[src/core/ascr_pkg.sv]
// Constants and types for the addressed serial command responder
package ascr_pkg;
	localparam int          CLK_HZ       = 25_000_000;
	localparam int          BAUD_DEF     = 115_200;
	localparam logic [15:0] DIV_RST      = 16'(CLK_HZ / BAUD_DEF - 1);
	localparam int          HOST_GAP_US  = 2000;
	localparam int          HOST_GAP_CYC = (CLK_HZ / 1_000_000) * HOST_GAP_US;

	localparam logic [7:0] A_UNIT = 8'h00;
	localparam logic [7:0] A_LINE = 8'h04;
	localparam logic [7:0] A_WAIT = 8'h08;
	localparam logic [7:0] A_RESP = 8'h0C;
	localparam logic [7:0] A_STAT = 8'h10;
	localparam logic [7:0] A_INFO = 8'h14;

	localparam logic [7:0]  CH_START   = 8'h02;
	localparam logic [7:0]  CH_END     = 8'h03;
	localparam logic [7:0]  UNIT_BCAST = 8'h7F;
	localparam logic [7:0]  UNIT_RST   = 8'h01;
	localparam logic [7:0]  RESP_RST   = 8'h00;
	localparam logic [15:0] WAIT_RST   = 16'h0014;

	localparam logic [1:0] PAR_NONE = 2'h0;
	localparam logic [1:0] PAR_EVEN = 2'h1;
	localparam logic [1:0] PAR_ODD  = 2'h2;

	localparam int         CHAR_W    = 12;
	localparam logic [3:0] BITS_ONE  = 4'h1;
	localparam logic [3:0] BITS_TWO  = 4'h2;
	localparam logic [3:0] BITS_D7   = 4'h7;
	localparam logic [3:0] BITS_D8   = 4'h8;
	localparam logic [2:0] IDX_START = 3'h0;
	localparam logic [2:0] IDX_UNIT  = 3'h1;
	localparam logic [2:0] IDX_CODE  = 3'h2;
	localparam logic [2:0] IDX_RESP  = 3'h3;
	localparam logic [2:0] IDX_LAST  = 3'h4;

	typedef struct packed {
		logic [11:0] rsv;
		logic        two_stop;
		logic [1:0]  parity;
		logic        data7;
		logic [15:0] div;
	} ascr_line_t;

	localparam ascr_line_t LINE_RST = '{rsv: 12'h000, two_stop: 1'b0,
		parity: PAR_NONE, data7: 1'b0, div: DIV_RST};

	typedef struct packed {
		logic [27:0] rsv;
		logic        tx_busy;
		logic        frm_err;
		logic        bcast;
		logic        pend;
	} ascr_stat_t;

	typedef struct packed {
		logic       bcast;
		logic [7:0] code;
		logic [7:0] arg;
	} ascr_cmd_t;

	typedef enum logic [4:0] {
		R_IDLE = 5'b00001, R_START = 5'b00010, R_DATA = 5'b00100,
		R_PAR = 5'b01000, R_STOP = 5'b10000
	} ascr_rx_st_t;

	typedef enum logic [4:0] {
		P_IDLE = 5'b00001, P_UNIT = 5'b00010, P_CMD = 5'b00100,
		P_ARG = 5'b01000, P_END = 5'b10000
	} ascr_ps_st_t;

	typedef enum logic [2:0] {
		T_IDLE = 3'b001, T_WAIT = 3'b010, T_SEND = 3'b100
	} ascr_tx_st_t;
endpackage

[src/core/ascr_responder.sv]
// Addressed serial command responder with APB register slave
// Behaviour
// - Act on a frame whose unit number equals ours or is broadcast; answer it only when it equals ours.
// - A broadcast frame is carried out but never answered.
// - All nodes use the same baud rate, data length, stop bits and parity.
// - The response is held back by a programmable send-wait delay.
`timescale 1ns/1ps
module ascr_responder
	import ascr_pkg::*;
(
	// Clock, reset, enable
	input  wire logic        pclk,
	input  wire logic        presetn,
	input  wire logic        ce,
	// APB slave
	input  wire logic        psel,
	input  wire logic        penable,
	input  wire logic        pwrite,
	input  wire logic [7:0]  paddr,
	input  wire logic [31:0] pwdata,
	output logic      [31:0] prdata,
	output logic             pready,
	output logic             pslverr,
	// Serial line
	input  wire logic        rx_pin,
	output logic             tx_pin,
	output logic             tx_oe,
	// Command output
	output logic             cmd_stb,
	output ascr_cmd_t        cmd_out
);

	function automatic logic [CHAR_W-1:0] mk_char(input logic [7:0] b,
			input ascr_line_t c);
		logic [CHAR_W-1:0] v;
		logic [7:0]        m;
		logic              p;
		v = '1;
		m = c.data7 ? {1'b0, b[6:0]} : b;
		p = (c.parity == PAR_ODD) ? ~^m : ^m;
		v[0] = 1'b0;
		if (c.data7) begin
			v[7:1] = m[6:0];
			if (c.parity != PAR_NONE)
				v[8] = p;
		end else begin
			v[8:1] = m;
			if (c.parity != PAR_NONE)
				v[9] = p;
		end
		return v;
	endfunction

	function automatic logic [3:0] char_len(input ascr_line_t c);
		return BITS_ONE + (c.data7 ? BITS_D7 : BITS_D8)
			+ {3'h0, c.parity != PAR_NONE}
			+ (c.two_stop ? BITS_TWO : BITS_ONE);
	endfunction

	// Register file state
	logic [7:0]   unit_q, unit_d;
	ascr_line_t   line_q, line_d;
	logic [15:0]  wait_q, wait_d;
	logic [7:0]   resp_q, resp_d;
	logic [31:0]  prdata_q, prdata_d, rd;
	logic         pready_q, pready_d;
	logic         pslverr_q, pslverr_d;
	logic         hit;
	// Receiver state
	logic         rx_s1_q, rx_s2_q;
	ascr_rx_st_t  rst_q, rst_d;
	logic [15:0]  rcnt_q, rcnt_d;
	logic [3:0]   rbit_q, rbit_d;
	logic [7:0]   rsh_q, rsh_d, rb_byte_q, rb_byte_d;
	logic         rpar_q, rpar_d, rb_stb_q, rb_stb_d, rb_err_q, rb_err_d;
	logic [7:0]   rbyte;
	// Frame parser state
	ascr_ps_st_t  pst_q, pst_d;
	logic [7:0]   punit_q, punit_d, pcode_q, pcode_d, parg_q, parg_d;
	ascr_cmd_t    cmd_q, cmd_d;
	logic         cmd_stb_q, cmd_stb_d, pend_q, pend_d, ferr_q, ferr_d;
	logic         go_tx, addr_me, addr_all;
	// Transmitter state
	ascr_tx_st_t  tst_q, tst_d;
	logic [15:0]  tcnt_q, tcnt_d, twait_q, twait_d;
	logic [CHAR_W-1:0] tsh_q, tsh_d;
	logic [3:0]   tbits_q, tbits_d;
	logic [2:0]   tidx_q, tidx_d;
	logic         tx_q, tx_d, tx_oe_q, tx_oe_d;
	logic [7:0]   tbyte;

	logic         sel_setup, wr, wr_stat;
	ascr_stat_t   stat, wst;

	assign sel_setup = psel & ~penable;
	assign wr        = psel & penable & pready_q & pwrite;
	assign wr_stat   = wr & (paddr == A_STAT);
	assign wst       = ascr_stat_t'(pwdata);
	assign stat      = '{rsv: 28'h0000000, tx_busy: tst_q != T_IDLE,
		frm_err: ferr_q, bcast: cmd_q.bcast, pend: pend_q};

	// Register file and APB answer
	always_comb begin
		unit_d    = unit_q;
		line_d    = line_q;
		wait_d    = wait_q;
		resp_d    = resp_q;
		pready_d  = sel_setup;
		pslverr_d = 1'b0;
		prdata_d  = prdata_q;
		rd        = '0;
		hit       = 1'b1;
		case (paddr)
			A_UNIT: rd = {24'h000000, unit_q};
			A_LINE: rd = line_q;
			A_WAIT: rd = {16'h0000, wait_q};
			A_RESP: rd = {24'h000000, resp_q};
			A_STAT: rd = stat;
			A_INFO: rd = {15'h0000, cmd_q};
			default: hit = 1'b0;
		endcase
		if (sel_setup) begin
			prdata_d  = rd;
			pslverr_d = ~hit;
		end
		if (wr) begin
			case (paddr)
				A_UNIT: unit_d = pwdata[7:0];
				A_LINE: begin
					line_d     = ascr_line_t'(pwdata);
					line_d.rsv = '0;
				end
				A_WAIT: wait_d = pwdata[15:0];
				A_RESP: resp_d = pwdata[7:0];
				default: ;
			endcase
		end
	end

	always_ff @(posedge pclk or negedge presetn) begin
		if (!presetn) begin
			unit_q    <= UNIT_RST;
			line_q    <= LINE_RST;
			wait_q    <= WAIT_RST;
			resp_q    <= RESP_RST;
			prdata_q  <= '0;
			pready_q  <= 1'b0;
			pslverr_q <= 1'b0;
		end else if (ce) begin
			unit_q    <= unit_d;
			line_q    <= line_d;
			wait_q    <= wait_d;
			resp_q    <= resp_d;
			prdata_q  <= prdata_d;
			pready_q  <= pready_d;
			pslverr_q <= pslverr_d;
		end
	end

	// Character receiver
	assign rbyte = line_q.data7 ? {1'b0, rsh_q[7:1]} : rsh_q;

	always_comb begin
		rst_d     = rst_q;
		rcnt_d    = rcnt_q;
		rbit_d    = rbit_q;
		rsh_d     = rsh_q;
		rpar_d    = rpar_q;
		rb_byte_d = rb_byte_q;
		rb_stb_d  = 1'b0;
		rb_err_d  = 1'b0;
		case (rst_q)
			R_IDLE: if (!rx_s2_q) begin
				rcnt_d = {1'b0, line_q.div[15:1]};
				rst_d  = R_START;
			end
			R_START: if (rcnt_q == '0) begin
				rcnt_d = line_q.div;
				rbit_d = '0;
				rsh_d  = '0;
				rst_d  = rx_s2_q ? R_IDLE : R_DATA;
			end else
				rcnt_d = rcnt_q - 16'h0001;
			R_DATA: if (rcnt_q == '0) begin
				rcnt_d = line_q.div;
				rsh_d  = {rx_s2_q, rsh_q[7:1]};
				rbit_d = rbit_q + BITS_ONE;
				if (rbit_q == (line_q.data7 ? BITS_D7 : BITS_D8) - BITS_ONE)
					rst_d = (line_q.parity == PAR_NONE) ? R_STOP : R_PAR;
			end else
				rcnt_d = rcnt_q - 16'h0001;
			R_PAR: if (rcnt_q == '0) begin
				rcnt_d = line_q.div;
				rpar_d = rx_s2_q;
				rst_d  = R_STOP;
			end else
				rcnt_d = rcnt_q - 16'h0001;
			R_STOP: if (rcnt_q == '0) begin
				rb_stb_d  = 1'b1;
				rb_byte_d = rbyte;
				rb_err_d  = ~rx_s2_q | ((line_q.parity != PAR_NONE)
					& (rpar_q != ((line_q.parity == PAR_ODD) ? ~^rbyte
					: ^rbyte)));
				rst_d     = R_IDLE;
			end else
				rcnt_d = rcnt_q - 16'h0001;
			default: rst_d = R_IDLE;
		endcase
	end

	always_ff @(posedge pclk or negedge presetn) begin
		if (!presetn) begin
			rx_s1_q   <= 1'b1;
			rx_s2_q   <= 1'b1;
			rst_q     <= R_IDLE;
			rcnt_q    <= '0;
			rbit_q    <= '0;
			rsh_q     <= '0;
			rpar_q    <= 1'b0;
			rb_byte_q <= '0;
			rb_stb_q  <= 1'b0;
			rb_err_q  <= 1'b0;
		end else if (ce) begin
			rx_s1_q   <= rx_pin;
			rx_s2_q   <= rx_s1_q;
			rst_q     <= rst_d;
			rcnt_q    <= rcnt_d;
			rbit_q    <= rbit_d;
			rsh_q     <= rsh_d;
			rpar_q    <= rpar_d;
			rb_byte_q <= rb_byte_d;
			rb_stb_q  <= rb_stb_d;
			rb_err_q  <= rb_err_d;
		end
	end

	// Frame parser and command status
	assign addr_me  = punit_q == unit_q;
	assign addr_all = punit_q == UNIT_BCAST;

	always_comb begin
		pst_d     = pst_q;
		punit_d   = punit_q;
		pcode_d   = pcode_q;
		parg_d    = parg_q;
		cmd_d     = cmd_q;
		cmd_stb_d = 1'b0;
		go_tx     = 1'b0;
		pend_d    = pend_q & ~(wr_stat & wst.pend);
		ferr_d    = ferr_q & ~(wr_stat & wst.frm_err);
		if (rb_stb_q) begin
			if (rb_err_q) begin
				pst_d  = P_IDLE;
				ferr_d = 1'b1;
			end else if (rb_byte_q == CH_START)
				pst_d = P_UNIT;
			else begin
				case (pst_q)
					P_UNIT: begin
						punit_d = rb_byte_q;
						pst_d   = P_CMD;
					end
					P_CMD: begin
						pcode_d = rb_byte_q;
						pst_d   = P_ARG;
					end
					P_ARG: begin
						parg_d = rb_byte_q;
						pst_d  = P_END;
					end
					P_END: begin
						pst_d = P_IDLE;
						if (rb_byte_q == CH_END && (addr_me || addr_all)) begin
							cmd_stb_d = 1'b1;
							cmd_d     = '{bcast: addr_all, code: pcode_q,
								arg: parg_q};
							pend_d    = 1'b1;
							go_tx     = ~addr_all;
						end
					end
					default: pst_d = P_IDLE;
				endcase
			end
		end
	end

	always_ff @(posedge pclk or negedge presetn) begin
		if (!presetn) begin
			pst_q     <= P_IDLE;
			punit_q   <= '0;
			pcode_q   <= '0;
			parg_q    <= '0;
			cmd_q     <= '0;
			cmd_stb_q <= 1'b0;
			pend_q    <= 1'b0;
			ferr_q    <= 1'b0;
		end else if (ce) begin
			pst_q     <= pst_d;
			punit_q   <= punit_d;
			pcode_q   <= pcode_d;
			parg_q    <= parg_d;
			cmd_q     <= cmd_d;
			cmd_stb_q <= cmd_stb_d;
			pend_q    <= pend_d;
			ferr_q    <= ferr_d;
		end
	end

	// Response transmitter
	always_comb begin
		case (tidx_q + 3'h1)
			IDX_UNIT: tbyte = unit_q;
			IDX_CODE: tbyte = cmd_q.code;
			IDX_RESP: tbyte = resp_q;
			IDX_LAST: tbyte = CH_END;
			default:  tbyte = CH_START;
		endcase
	end

	always_comb begin
		tst_d   = tst_q;
		tcnt_d  = tcnt_q;
		twait_d = twait_q;
		tsh_d   = tsh_q;
		tbits_d = tbits_q;
		tidx_d  = tidx_q;
		case (tst_q)
			T_IDLE: if (go_tx) begin
				twait_d = wait_q;
				tcnt_d  = line_q.div;
				tst_d   = T_WAIT;
			end
			T_WAIT: if (twait_q == '0) begin
				tsh_d   = mk_char(CH_START, line_q);
				tbits_d = char_len(line_q);
				tidx_d  = IDX_START;
				tcnt_d  = line_q.div;
				tst_d   = T_SEND;
			end else if (tcnt_q == '0) begin
				tcnt_d  = line_q.div;
				twait_d = twait_q - 16'h0001;
			end else
				tcnt_d = tcnt_q - 16'h0001;
			T_SEND: if (tcnt_q == '0) begin
				tcnt_d = line_q.div;
				if (tbits_q == BITS_ONE) begin
					if (tidx_q == IDX_LAST)
						tst_d = T_IDLE;
					else begin
						tidx_d  = tidx_q + 3'h1;
						tsh_d   = mk_char(tbyte, line_q);
						tbits_d = char_len(line_q);
					end
				end else begin
					tsh_d   = {1'b1, tsh_q[CHAR_W-1:1]};
					tbits_d = tbits_q - BITS_ONE;
				end
			end else
				tcnt_d = tcnt_q - 16'h0001;
			default: tst_d = T_IDLE;
		endcase
		tx_oe_d = tst_d == T_SEND;
		tx_d    = (tst_d == T_SEND) ? tsh_d[0] : 1'b1;
	end

	always_ff @(posedge pclk or negedge presetn) begin
		if (!presetn) begin
			tst_q   <= T_IDLE;
			tcnt_q  <= '0;
			twait_q <= '0;
			tsh_q   <= '1;
			tbits_q <= '0;
			tidx_q  <= IDX_START;
			tx_q    <= 1'b1;
			tx_oe_q <= 1'b0;
		end else if (ce) begin
			tst_q   <= tst_d;
			tcnt_q  <= tcnt_d;
			twait_q <= twait_d;
			tsh_q   <= tsh_d;
			tbits_q <= tbits_d;
			tidx_q  <= tidx_d;
			tx_q    <= tx_d;
			tx_oe_q <= tx_oe_d;
		end
	end

	assign prdata  = prdata_q;
	assign pready  = pready_q;
	assign pslverr = pslverr_q;
	assign tx_pin  = tx_q;
	assign tx_oe   = tx_oe_q;
	assign cmd_stb = cmd_stb_q;
	assign cmd_out = cmd_q;

endmodule

[config.mk]
export PLATFORM = sky130hd
export DESIGN_NAME = ascr_responder
export DESIGN_NICKNAME = d
export VERILOG_FILES = /design/src/core/ascr_pkg.sv /design/src/core/ascr_responder.sv
export SDC_FILE = /design/constraint.sdc
export NUM_CORES = 1
export LEC_CHECK = 0
export BUFFER_PORTS_ARGS = -buffer_cell sky130_fd_sc_hd__buf_2
export CAP_MARGIN = 40
export CORE_MARGIN = 5
export CORE_UTILIZATION = 46
export DETAILED_ROUTE_END_ITERATION = 16
export PLACE_DENSITY = 0.71
export SLEW_MARGIN = 15
export SYNTH_ARGS = -nofsm -noshare
export SYNTH_HDL_FRONTEND = slang
export SYNTH_SLANG_ARGS = --single-unit
[constraint.sdc]
create_clock -name pclk -period 3.03 [get_ports pclk]
set_clock_uncertainty 0.1 [all_clocks]
set_input_delay 0.303 -clock pclk [delete_from_list [all_inputs] [get_ports pclk]]
set_output_delay 0.303 -clock pclk [all_outputs]
set_load 0.02 [all_outputs]
======== Word-level counts from Yosys, hierarchy flattened ========
Cells that the tools add are included.
cells by class
  multiplexer cells ....................... 90
  add/subtract/negate cells ............... 10
  bitwise logic cells ..................... 19
  equality and inequality tests ........... 47
  reductions and logical operators ........ 38
operator list
  operator                 count
  $mux W16                 9
  $pmux W20 S6             1
  $pmux W16 S3             2
  $logic_not A16 Y1        3
  $mux W12                 4
  $mux W8                  6
  $sub A16 B1 Y16 const B  3
  $mux W5                  9
  $pmux W16 S2             1
  $pmux W8 S4              1
  $mux W1                  31
  $mux W3                  10
  $mux W4                  7
  $ne A2 B2 Y1 const B     14
  $pmux W5 S5              1
  $reduce_and A5 Y1        5
  $pmux W12 S2             1
  $reduce_and A3 Y1        7
  $eq A8 B2 Y1 const B     2
  $eq A8 B4 Y1 const B     2
  $eq A8 B5 Y1 const B     2
  $pmux W4 S2              2
  $pmux W8 S2              1
  $reduce_xnor A8 Y1       2
  43 further kinds         78
word-level totals
  input port bits ......................... 47
  register bits ........................... 237
  output and inout bits ................... 54
  word-level logic and storage cells ...... 243

======== Longest topological paths before layout ========
  depth in word-level cells ............... 13
  gate-level depth with buffers ........... 11

======== Worst setup path after synthesis ========
OpenSTA, ideal clock, no wires.
  kind .................................... flip-flop to flip-flop
  start point ............................. reg rcnt_q[0]
  end point ............................... reg rcnt_q[8]
  data arrival time ....................... 2.495 ns
  data required time ...................... 2.804 ns
  slack ................................... 0.309 ns
  clock period less this slack ............ 2.721 ns
  cell stages (with the launch flop) ...... 12
  cells stage by stage .................... dfrtp_1 > inv_1 > ha_1 > or4b_4 > or3_4 > nor3_4 > nand2_2 > a21boi_2 > buf_4 > nor4_1 > a221oi_1 > o21ai_1
between the ends
  cells in the longest elaborated chain, start to end .. 3
  elaborated cells on any way between the ends .. 7
ends and longest elaborated chain
  what                                                         line                   text
  start: declaration                                           ascr_responder.sv:72   logic [15:0] rcnt_q, rcnt_d;
  start signal: assignment                                     ascr_responder.sv:227  rcnt_q <= rcnt_d;
  $sub A16 B1 Y16 / $logic_not A16 Y1 (equally long branches)  n/a
  $mux W16 (tied with other cells)                             ascr_responder.sv:198  R_STOP: if (rcnt_q == '0) begin
  $pmux W16 S3 / $reduce_and A4 Y1 (equally long branches)     n/a
Several ways; a longest one is shown, not always the timed one. The select of a mux whose other input is x is not followed.
A chain may end at the register's enable or synchronous reset.

======== Final worst setup path ========
  start point ............................. reg rcnt_q[0]
  end point ............................... reg rb_err_q
between the ends
  cells in the longest elaborated chain, start to end .. 3
ends and longest elaborated chain
  what                    line                   text
  $logic_not A16 Y1       ascr_responder.sv:198
  $mux W1                 ascr_responder.sv:198
  $mux W1                 ascr_responder.sv:172  case (rst_q)
  end signal: assignment  ascr_responder.sv:233  rb_err_q <= rb_err_d;
  end: declaration        ascr_responder.sv:75   logic rpar_q, rpar_d, rb_stb_q, rb_stb_d, rb_err_q, rb_err_d;
No other way between the ends.

==> impl_results.md <==
* Status: complete, no violations
* CTS Buf Count at 24
* DRT Wirelength at 33600 um
* Vias/cell at about 6.0
* Die Span Y at about 170 um
* Number of global-route vias before repair at approximately 9600
* Relative slew slack at 0.385
* Crit path largest cell delay at about 0.5 ns
* Gpl congestion at approximately 0.9
* Critical path, cell by cell: inv_1, ha_1, or4b_4, or3_4, nor3_4, nand2_2, or3_1, buf_4, a21o_1, o21ai_1
* Setup crit end kind: register
* Htree depth at 1
* Async SR Flop Fraction at 1.00
* Largest net degree at the start of global routing at 83
* Pwr Density at ~650 mW/mm^2
* Clk pwr share at 0.347
* CTS tree: yes
* Critical path arrival at ~3.3 ns
* Initial antenna violation count at 0
* Sequential fraction of the synthesis area at 0.477
* Period utilization at 0.961
* Area growth syn-to-layout at 17.8%
* Sw frac at 0.320
* Gr usage total at 0.226
* Sequential Power Share at 0.396
* Cell leakage power at approximately 6.3 nW
* # nets final at around 1400
* Die width at 171 um
* DR DRC count at 0
* Gate Count Post-Synth at about 1200
* Top Ports at 101
* Startpoint types: register
* Placed insts at about 1600
* Initial Util at 0.469
* Commonest non-fill, non-tap cell in the layout: dfrtp_1
* # Max-Cap Violations at 0
* Commonest non-fill, non-tap cells in the layout: dfrtp_1 (200), nand2_1 (106), mux2_2 (101), nor2_1 (100), o21ai_0 (95)
* Internal Power at 6.18 mW
* Clock buffer depth at 3
* Post-synth EDFFs at 0
* Area of the die at about 0.029 sq mm
* Clk Latency, worst-skew pair at about 0.54 ns
* IO buf count at 76
* CTS root buffer: clkbuf_16
* Worst hold margin at around 0.017 ns
* Mapped cell area at between 0.01 and 0.015 sq mm
* Critical path fanouts, max at 18
* Hpwl dp at roughly 24000 um
* Comb power frac at 0.257
* Upper clock frequency limit at 343 MHz
* Final total power at approximately 9.1 mW
* Initial DRC Count at 860
* Worst vdd ir at approximately 0.00054 V
* Initial DRT Pass Iterations at 5
* Final ANT Viol Nets at 0
* Synth Register Bits at approximately 230
* # setup viols final at 0
* Critical path buffers and inverters at 2
* Crit-path leading delay family: simple AND/OR/NAND/NOR gates
* Main synth FF type: dfrtp_1
* Worst-path cell with the longest stage delay: or4b_4
* Warnings, synthesis at 0
* Switching power at 2.90 mW
* Share of layout cells above drive strength 1 at 0.251
* Final Hold Viols at 0
* Worst slew pin tran at a little over 0.9 ns
* Clock transition at the registers of the reported paths at approximately 0.06 ns
* Core Area at between 0.02 and 0.03 sq mm
* Cell variety after synth at 83
* Via count at about 9900
* Final slew viol count at 0
* Mapped Avg Cell Area at around 10 sq um
* Row count at just under 60
* WS Path Type: register to register
* Final Non-Filler Cells at about 1700
* Wire length of the first global-routing pass at roughly 53000 um
* Drt wl/cell at slightly above 20 um
* Fin crit period at 2.91 ns
* Aggregate global routing overflow at 0
* CTS sink count at about 230
* Req. time, crit path at 3.40 ns
* ANT cells at 0
* Hold crit path type: primary input to register
power by group through the flow:
stage	sequential, mW	clock [mW]	combinational (mW)
2_1_floorplan	3.54	0	1.52
3_3_place_gp	3.63	0	2.03
3_5_place_dp	3.64	0	2.09
4_1_cts	3.59	3.18	2.12
5_1_grt	3.64	3.31	2.56
6_report	3.60	3.15	2.33
flip-flops by register name, summed over array words and instances (netlist names), 3 cells and up:
name and count:
rsh_q 8, pst_q 5, parg_q 8, twait_q 16, punit_q 8, prdata 20
tsh_q 12, rb_byte_q 8, rbit_q 4, rst_q 5, tst_q 3, rcnt_q 16
unit_q 8, tbits_q 4, pcode_q 8, resp_q 8, tcnt_q 16, cmd_out 17
tidx_q 3, wait_q 16, line_q 20
final timing paths:
check / start / endpoint / slack [ns] / cells after the start
worst max-delay path: rcnt_q[0] / rb_err_q / 0.12 / 10
worst min-delay path: pwdata[1] / wait_q[1] / 0.02 / 2
worst max register to register: rcnt_q[0] / rb_err_q / 0.12 / 10
worst min register to register: tsh_q[0] / tsh_q[0] / 0.35 / 2
max in group asynchronous: presetn / pst_q[0] / 1.63 / 3
min in group asynchronous: presetn / twait_q[3] / 0.23 / 2
stage by stage:
step,area [sq um],setup TNS (ns),setup slack (ns),utilization
finish,14000,0,0.117,0.552
global route,14000,-0.0106,-0.00615,0.552
CTS,13900,0,0.0268,0.547
detailed placement,12800,0,0.0642,0.505
global placement,12800,0,0.0914,0.505
floorplan,11900,0,0.309,-
logic make-up after synthesis:
logic type / count (synthesis) / share of synthesized area
AOI/OAI and AO/OA: 338 / 0.182
xor gates and xnor gates: 27 / 0.0199
adders and majority gates: 19 / 0.0207
buffers and inverters: 107 / 0.0406
DFF: 225 / 0.477
muxes: 118 / 0.110
other: 1 / 0.000316
and+or+nand+nor: 361 / 0.149
what timing repair did:
action / CTS / global route
endpoints found under the hold margin: 117 / 0
setup buffers: 0 / 4
hold buffers: 20 / 0
setup endpoints to repair: 0 / 49
gates resized for setup: 0 / 11
per-layer routing:
metal | vias up | global-route usage | share of wire | routed length, um
li1 | 4581 | - | - | -
met1 | 4906 | 0.314 | 0.43 | 14600
met2 | 368 | 0.362 | 0.46 | 15500
met3 | 72 | 0.0330 | 0.064 | 2150
met4 | 0 | 0.0840 | 0.041 | 1360
met5 | - | 0 | 0 | 0
worst reg2reg max path: stages (launching register included):
cell and delay (ns):
dfrtp_1 0.40, inv_1 0.07, ha_1 0.18, or4b_4 0.51, or3_4 0.38, nor3_4 0.18
nand2_2 0.14, or3_1 0.41, buf_4 0.22, a21o_1 0.21, o21ai_1 0.08
cell usage after synthesis, types with 12 or more instances:
| master | count | area share |
|---|---|---|
| dfrtp_1 | 200 | 0.42 |
| nand2_1 | 107 | 0.034 |
| mux2_2 | 101 | 0.096 |
| nor2_1 | 100 | 0.032 |
| o21ai_0 | 95 | 0.040 |
| a21oi_1 | 76 | 0.032 |
| clkbuf_1 | 48 | 0.015 |
| nor3_1 | 41 | 0.017 |
| o21ai_1 | 39 | 0.016 |
| inv_1 | 32 | 0.010 |
| dfstp_2 | 25 | 0.055 |
| ha_1 | 18 | 0.019 |
| a22o_1 | 17 | 0.013 |
| buf_4 | 17 | 0.011 |
| mux2i_1 | 17 | 0.014 |
| nand3_1 | 17 | 0.0072 |
| xnor2_1 | 16 | 0.012 |
| a222oi_1 | 15 | 0.013 |
| nand2b_1 | 15 | 0.0079 |
| nor4_1 | 12 | 0.0063 |
final cells by class:
cell class	count	area [sq um]
fill	2170	11300
clock inverter	8	148
timing repair buffer	154	1090
clock buffer	35	712
inverter	32	120
tap	330	413
multi-input combinational	875	5840
sequential	225	5660
Note: power is estimated with default switching activity, not from simulation.
